===== src/rtl/cksb_regs.vh =====
// Constants for the clock synthesizer byte access serial slave
// Contract
// - Start, address, write bit, device acknowledges
// - Command top bit one: byte mode, offset
// - Byte write: data acknowledged, stored, then stop
// - Byte read: repeated start, read, byte, nack
// - Register 0 bit 6: bus clock drive
// - Register 0 bits 4:0: power-up straps
// - Register 1 bits 2:0: pair enables
// - Respond only to address bytes 0xd2 and 0xd3
// - Registers default at power-up, always usable
`ifndef CKSB_REGS_VH
`define CKSB_REGS_VH
// ****************************************
// Addresses and command layout
// ****************************************
`define CKSB_ADDR_WR 8'hd2
`define CKSB_ADDR_RD 8'hd3
`define CKSB_CMD_BYTE_BIT 7
`define CKSB_OFF_DRIVE_STRAP 7'h00
`define CKSB_OFF_PAIR_EN 7'h01
// ****************************************
// Field positions and reset values
// ****************************************
`define CKSB_DRIVE_BIT 6
`define CKSB_DRIVE_RST 1'b1
`define CKSB_PAIR_EN_RST 3'h7
`define CKSB_PAIR_RSVD 4'hf
`define CKSB_BITS_PER_BYTE 4'h8
`define CKSB_STRAP_SETTLE 2'h2
`endif


===== src/rtl/cksb_byte_access.v =====
// Byte-indexed serial slave with drive and pair enable registers
`timescale 1ns/10ps
`include "cksb_regs.vh"
module cksb_byte_access (
	input wire clk,
	input wire rst,
	input wire scl_in,
	input wire sda_in,
	output wire sda_out,
	output wire sda_oe,
	input wire [4:0] freq_strap,
	output wire pci_high_drive,
	output wire host_diff_pair0_en,
	output wire host_diff_pair1_en,
	output wire debug_host_diff_pair_en,
	output wire [4:0] strap_latched
);
// ****************************************
// States
// ****************************************
localparam ST_IDLE = 3'h0;
localparam ST_ADDR = 3'h1;
localparam ST_CMD = 3'h2;
localparam ST_WDATA = 3'h3;
localparam ST_RDATA = 3'h4;
localparam ST_WAIT = 3'h5;

reg scl_m_ff, scl_s_ff, scl_d_ff;
reg sda_m_ff, sda_s_ff, sda_d_ff;
reg [2:0] state_ff;
reg [3:0] cnt_ff;
reg [7:0] sh_ff;
reg [7:0] tx_ff;
reg [6:0] idx_ff;
reg idx_ok_ff;
reg ack_ff;
reg oe_ff;
reg sda_zero_ff;
reg drive_ff;
reg [2:0] pair_en_ff;
reg [4:0] strap_ff;
reg [4:0] strap_m_ff;
reg [4:0] strap_s_ff;
reg [1:0] strap_wait_ff;
reg strap_done_ff;
wire scl_rise;
wire scl_fall;
wire start_seen;
wire stop_seen;
reg [7:0] rd_byte;

// ****************************************
// Pin synchronisers and edge finding
// ****************************************
// Three flops on each pin; the second and third feed the edge logic
always @(posedge clk or posedge rst)
begin
	if (rst)
	begin
		scl_m_ff <= 1'b1;
		scl_s_ff <= 1'b1;
		scl_d_ff <= 1'b1;
		sda_m_ff <= 1'b1;
		sda_s_ff <= 1'b1;
		sda_d_ff <= 1'b1;
	end
	else
	begin
		scl_m_ff <= scl_in;
		scl_s_ff <= scl_m_ff;
		scl_d_ff <= scl_s_ff;
		sda_m_ff <= sda_in;
		sda_s_ff <= sda_m_ff;
		sda_d_ff <= sda_s_ff;
	end
end

// Both pins share the same sync depth, so their skew is kept
assign scl_rise = scl_s_ff & ~scl_d_ff;
assign scl_fall = ~scl_s_ff & scl_d_ff;
assign start_seen = scl_s_ff & scl_d_ff & ~sda_s_ff & sda_d_ff;
assign stop_seen = scl_s_ff & scl_d_ff & sda_s_ff & ~sda_d_ff;

// ****************************************
// Read data selection
// ****************************************
// Reserved bits read back as their documented set values
always @*
begin
	rd_byte = 8'h00;
	case (idx_ff)
	`CKSB_OFF_DRIVE_STRAP: rd_byte = {1'b0, drive_ff, 1'b0, strap_ff};
	`CKSB_OFF_PAIR_EN: rd_byte = {1'b0, `CKSB_PAIR_RSVD, pair_en_ff};
	default: rd_byte = 8'h00;
	endcase
end

// ****************************************
// Strap capture
// ****************************************
// Strap pins pass two flops; the capture waits until they have settled
// so that a pin moving near reset release cannot latch a torn value
always @(posedge clk or posedge rst)
begin
	if (rst)
	begin
		strap_m_ff <= 5'h00;
		strap_s_ff <= 5'h00;
		strap_wait_ff <= 2'h0;
		strap_ff <= 5'h00;
		strap_done_ff <= 1'b0;
	end
	else
	begin
		strap_m_ff <= freq_strap;
		strap_s_ff <= strap_m_ff;
		if (strap_wait_ff != `CKSB_STRAP_SETTLE)
			strap_wait_ff <= strap_wait_ff + 2'h1;
		else if (!strap_done_ff)
		begin
			strap_ff <= strap_s_ff;
			strap_done_ff <= 1'b1;
		end
	end
end

// ****************************************
// Serial protocol engine
// ****************************************
// Reset is the power-up event; nothing here depends on power-down
always @(posedge clk or posedge rst)
begin
	if (rst)
	begin
		state_ff <= ST_IDLE;
		cnt_ff <= 4'h0;
		sh_ff <= 8'h00;
		tx_ff <= 8'h00;
		idx_ff <= 7'h00;
		idx_ok_ff <= 1'b0;
		ack_ff <= 1'b0;
		oe_ff <= 1'b0;
		drive_ff <= `CKSB_DRIVE_RST;
		pair_en_ff <= `CKSB_PAIR_EN_RST;
	end
	else if (start_seen)
	begin
		// A start or repeated start always restarts the address phase
		state_ff <= ST_ADDR;
		cnt_ff <= 4'h0;
		ack_ff <= 1'b0;
		oe_ff <= 1'b0;
	end
	else if (stop_seen)
	begin
		state_ff <= ST_IDLE;
		idx_ok_ff <= 1'b0;
		ack_ff <= 1'b0;
		oe_ff <= 1'b0;
	end
	else
	begin
		case (state_ff)
		ST_ADDR, ST_CMD, ST_WDATA:
		begin
			if (scl_rise && cnt_ff < `CKSB_BITS_PER_BYTE)
			begin
				sh_ff <= {sh_ff[6:0], sda_s_ff};
				cnt_ff <= cnt_ff + 4'h1;
			end
			else if (scl_fall && ack_ff)
			begin
				// End of the acknowledge slot: release and move on
				ack_ff <= 1'b0;
				cnt_ff <= 4'h0;
				if (state_ff == ST_ADDR && sh_ff == `CKSB_ADDR_RD)
				begin
					state_ff <= ST_RDATA;
					oe_ff <= ~rd_byte[7];
					tx_ff <= {rd_byte[6:0], 1'b0};
				end
				else
				begin
					oe_ff <= 1'b0;
					if (state_ff == ST_ADDR)
						state_ff <= ST_CMD;
					else if (state_ff == ST_CMD)
						state_ff <= ST_WDATA;
					else
						state_ff <= ST_WAIT;
				end
			end
			else if (scl_fall && cnt_ff == `CKSB_BITS_PER_BYTE)
			begin
				// Decide whether to pull the acknowledge slot low
				if (state_ff == ST_ADDR)
				begin
					if (sh_ff == `CKSB_ADDR_WR)
					begin
						ack_ff <= 1'b1;
						oe_ff <= 1'b1;
					end
					else if (sh_ff == `CKSB_ADDR_RD && idx_ok_ff)
					begin
						ack_ff <= 1'b1;
						oe_ff <= 1'b1;
					end
					else
						state_ff <= ST_WAIT;
				end
				else if (state_ff == ST_CMD)
				begin
					// Block transfers are not served and get no acknowledge
					if (sh_ff[`CKSB_CMD_BYTE_BIT])
					begin
						idx_ff <= sh_ff[6:0];
						idx_ok_ff <= 1'b1;
						ack_ff <= 1'b1;
						oe_ff <= 1'b1;
					end
					else
						state_ff <= ST_WAIT;
				end
				else
				begin
					ack_ff <= 1'b1;
					oe_ff <= 1'b1;
					// Writes to other offsets are acknowledged and dropped
					if (idx_ff == `CKSB_OFF_DRIVE_STRAP)
						drive_ff <= sh_ff[`CKSB_DRIVE_BIT];
					if (idx_ff == `CKSB_OFF_PAIR_EN)
						pair_en_ff <= sh_ff[2:0];
				end
			end
		end
		ST_RDATA:
		begin
			if (scl_rise)
				cnt_ff <= cnt_ff + 4'h1;
			else if (scl_fall && cnt_ff < `CKSB_BITS_PER_BYTE)
			begin
				oe_ff <= ~tx_ff[7];
				tx_ff <= {tx_ff[6:0], 1'b0};
			end
			else if (scl_fall)
			begin
				// Master answers nack here; wait for its stop
				oe_ff <= 1'b0;
				state_ff <= ST_WAIT;
			end
		end
		ST_IDLE, ST_WAIT:
			oe_ff <= 1'b0;
		default:
		begin
			state_ff <= ST_IDLE;
			oe_ff <= 1'b0;
		end
		endcase
	end
end

// Open-drain data pin only ever pulls low
always @(posedge clk or posedge rst)
begin
	if (rst)
		sda_zero_ff <= 1'b0;
	else
		sda_zero_ff <= 1'b0;
end

assign sda_out = sda_zero_ff;
assign sda_oe = oe_ff;
assign pci_high_drive = drive_ff;
assign host_diff_pair0_en = pair_en_ff[0];
assign host_diff_pair1_en = pair_en_ff[1];
assign debug_host_diff_pair_en = pair_en_ff[2];
assign strap_latched = strap_ff;
endmodule // cksb_byte_access


===== config.mk =====
export PLATFORM = sky130hd
export DESIGN_NAME = cksb_byte_access
export DESIGN_NICKNAME = d
export VERILOG_FILES = /design/src/rtl/cksb_byte_access.v
export VERILOG_INCLUDE_DIRS = /design/src /design/src/rtl
export SDC_FILE = /design/constraint.sdc
export NUM_CORES = 1
export LEC_CHECK = 0
export BUFFER_PORTS_ARGS = -buffer_cell sky130_fd_sc_hd__buf_2
export CORE_ASPECT_RATIO = 1.25
export CORE_MARGIN = 5
export CORE_UTILIZATION = 40
export CTS_BUF_LIST = sky130_fd_sc_hd__clkbuf_8 sky130_fd_sc_hd__clkbuf_16
export CTS_CLUSTER_DIAMETER = 50
export DETAILED_ROUTE_END_ITERATION = 16
export GPL_TIMING_DRIVEN = 1
export PLACE_DENSITY_LB_ADDON = 0.3
export SETUP_SLACK_MARGIN = 0.15
export SLEW_MARGIN = 0
export SYNTH_ARGS = -nofsm -noshare
export SYNTH_HDL_FRONTEND = slang
export SYNTH_SLANG_ARGS = --single-unit

===== constraint.sdc =====
create_clock -name clk -period 2 [get_ports clk]
set_input_delay 0.4 -clock clk [delete_from_list [all_inputs] [get_ports clk]]
set_output_delay 0.4 -clock clk [all_outputs]
set_load 0.005 [all_outputs]

==> summary.md <==
| Metric | Value |
|---|---|
| Synth Instances | 244 |
| Power per cell area | 1050 nW/um2 |
| Clk_skew | 0.00560 ns |
| Layout cells sized above 1 | 43.4% |
| Tot GR Track Use | 14.9% |
| Final setup TNS | 0 ns |
| Die width | 84.5 um |
| Final ANT Viol Nets | 0 |
| Iter 0 DRT Violations | 111 |
| Gp weighted congestion | 0.842 |
| Core area | 6850 um2 |
| Starting Density | 40.6% |
| Top-count cell post-synth | dfrtp_1 |
| EDFF count, synth | 0 |
| Gr ovfl total | 0 |
| Synth top area cells | dfrtp_1 (45%), mux2_2 (12%), dfstp_2 (9.5%) |
| Pre-antenna DRT Iters | 5 |
| Max-Cap Viols | 0 |
| TritonCTS clock tree | built |
| H-tree depth | 3 |
| # nets final | 311 |
| Worst-path clk slew | 0.07 ns |
| Final hold violations | 0 |
| Crit path DAT | 2.11 ns |
| DPL Wire Length | 4180 um |
| Final Hold Slack | 0.134 ns |
| Root Buffer | clkbuf_8 |
| Clock tree sinks | 60 |
| CP Class | flop to flop |
| Vias in the first global route | 2159 |
| N_diodes | 0 |
| Max frequency | 529 MHz |
| Port buffer count | 18 |
| Crit path time final | 1.89 ns |
| Synthesized area | 2780 um2 |
| Startpoint Class | flop |
| Area of the multi-input gates | 1240 um2 |
| Area grow syn2layout | 25.0% |
| Post-synth top cells | dfrtp_1 (50), mux2_2 (30), o21ai_0 (21) |
| Setup violators final | 0 |
| TritonCTS buffer count | 9 |
| Async SR Flop Fraction | 100% |
| Initial antenna violation count | 0 |
| Syn Nets | 256 |
| Final Util | 50.7% |
| Outcome | complete, no violations |
| Largest net degree at the start of global routing | 34 |
| Distinct cells, synth | 52 |
| RSZ-0062 raised after global routing | yes |
| Seq cells post-synth | 60 |
| Primary FF master, synth | dfrtp_1 |
| CP Capture Type | flop |
| Yosys warns | 0 |
| Reg area | 1510 um2 |
| Placed insts | 371 |
| VDD IR-drop max | 668 uV |
| Static leakage | 1.52 nW |
| Ports | 20 |
| Syn Area/Cell | 11.4 um2 |
| Critical Path Fanout Max | 7 |
| Synth top area share | 45.0% |
| Register area share after synthesis | 54.5% |
| Total number of vias | 2025 |
| CTS max path bufs | 2 |
| Routed wire length per instance | 14.8 um |
| Finished Layout Cells | 394 |
| Design Area, Final | 3470 um2 |
| CTS Hold Bufs | 0 |
| Post-place instance area | 3150 um2 |
| DR vias/cell | 5.14 |
| First-pass GRT wire length | 10100 um |
| Clock latency at the later pin of the worst-skew pair | 0.34 ns |
| Die Y | 103 um |
| Total wire length | 5820 um |
| Cell taking the most area after synthesis | dfrtp_1 |
| # fillers | 576 |
| Total die area | 8720 um2 |
| Worst Hold Class | input port to async pin |
| Critical Path RT | 2.22 ns |
| Remaining DRCs | 0 |
| Tcrit/Tclk final | 94.5% |
| Num rows | 34 |
| Final Slew Violations | 0 |
-- worst paths after layout --
check	start	endpoint	slack, ns	cells past startpoint
min	rst	strap_done_ff	0.13	3
max reg2reg	state_ff[2]	tx_ff[1]	0.11	6
max	state_ff[2]	tx_ff[1]	0.11	6
max in group asynchronous	rst	sda_d_ff	1.49	3
min in group clk	scl_in	scl_m_ff	0.16	1
min reg2reg	strap_m_ff[3]	strap_s_ff[3]	0.35	0
-- sequential cells by signal, indices dropped and copies added, names as in the netlist, 2 cells and up --
register and cells:
state_ff 3, strap_wait_ff 2, sh_ff 8, pair_en_ff 3
idx_ff 7, strap_m_ff 5, cnt_ff 4, tx_ff 7
strap_latched 5, strap_s_ff 5
-- routing by layer --
| metal | GRT usage [%] | vias up | wire (um) |
|---|---|---|---|
| li1 | - | 976 | - |
| met1 | 16.6 | 995 | 2360 |
| met2 | 26.0 | 41 | 3070 |
| met3 | 4.68 | 13 | 250 |
| met4 | 7.55 | 0 | 142 |
| met5 | 0 | - | 0 |
-- repair_timing --
action                                  CTS  global route
pin swaps                                 4             2
resized for setup                        12            16
endpoints found under the setup margin   21            25
buffers inserted                          5             2
-- through the flow --
step           power [mW]  worst slack (ns)
2_1_floorplan        2.21             0.113
3_3_place_gp         2.57            0.0750
3_5_place_dp         2.58            0.0585
4_1_cts              3.62            0.0960
5_1_grt              3.90            0.0302
6_report             3.65             0.110
-- kinds of logic after synthesis --
kind of cell               Yosys count  share of synthesized area (%)
and+or+nand+nor                     69                           14.0
DFF                                 60                           54.5
AOI/OAI and AO/OA                   51                           11.8
muxes                               35                           14.0
buffers and inverters               23                           3.65
adders and majority gates            3                           1.35
xor gates and xnor gates             2                          0.631
other                                1                          0.135
-- final cells by class --
cell class	count	share of cell area (%)
Sequential cell	60	43.6
Multi-Input combinational cell	161	35.8
Timing Repair Buffer	54	10.7
Clock buffer	9	3.57
Tap cell	90	3.24
Clock inverter	7	1.55
Inverter	13	1.51
-- placed cells by master, fill, tap and decap left out, types with 6 or more instances in the layout --
cell      instances
clkbuf_8          9
o21ai_0          15
nand2_1          19
mux2_2           28
dfrtp_1          50
dfstp_2          10
nand3_1           6
buf_4            33
nor2_1           10
a21oi_1           8
buf_2            18
inv_1            11
-- power breakdown --
| part | internal (mW) | switching [mW] |
|---|---|---|
| registers | 1.40 | 0.143 |
| logic | 0.607 | 0.553 |
| clock network | 0.451 | 0.497 |
| total | 2.46 | 1.19 |
-- worst max-delay path, cell delays in order (launching register included) --
cell	delay (ns)
dfrtp_1	0.41
or3b_4	0.42
buf_6	0.13
nor4_4	0.14
and2b_1	0.20
o211ai_4	0.15
mux2_4	0.32
Note: power is estimated with default switching activity, not from simulation.
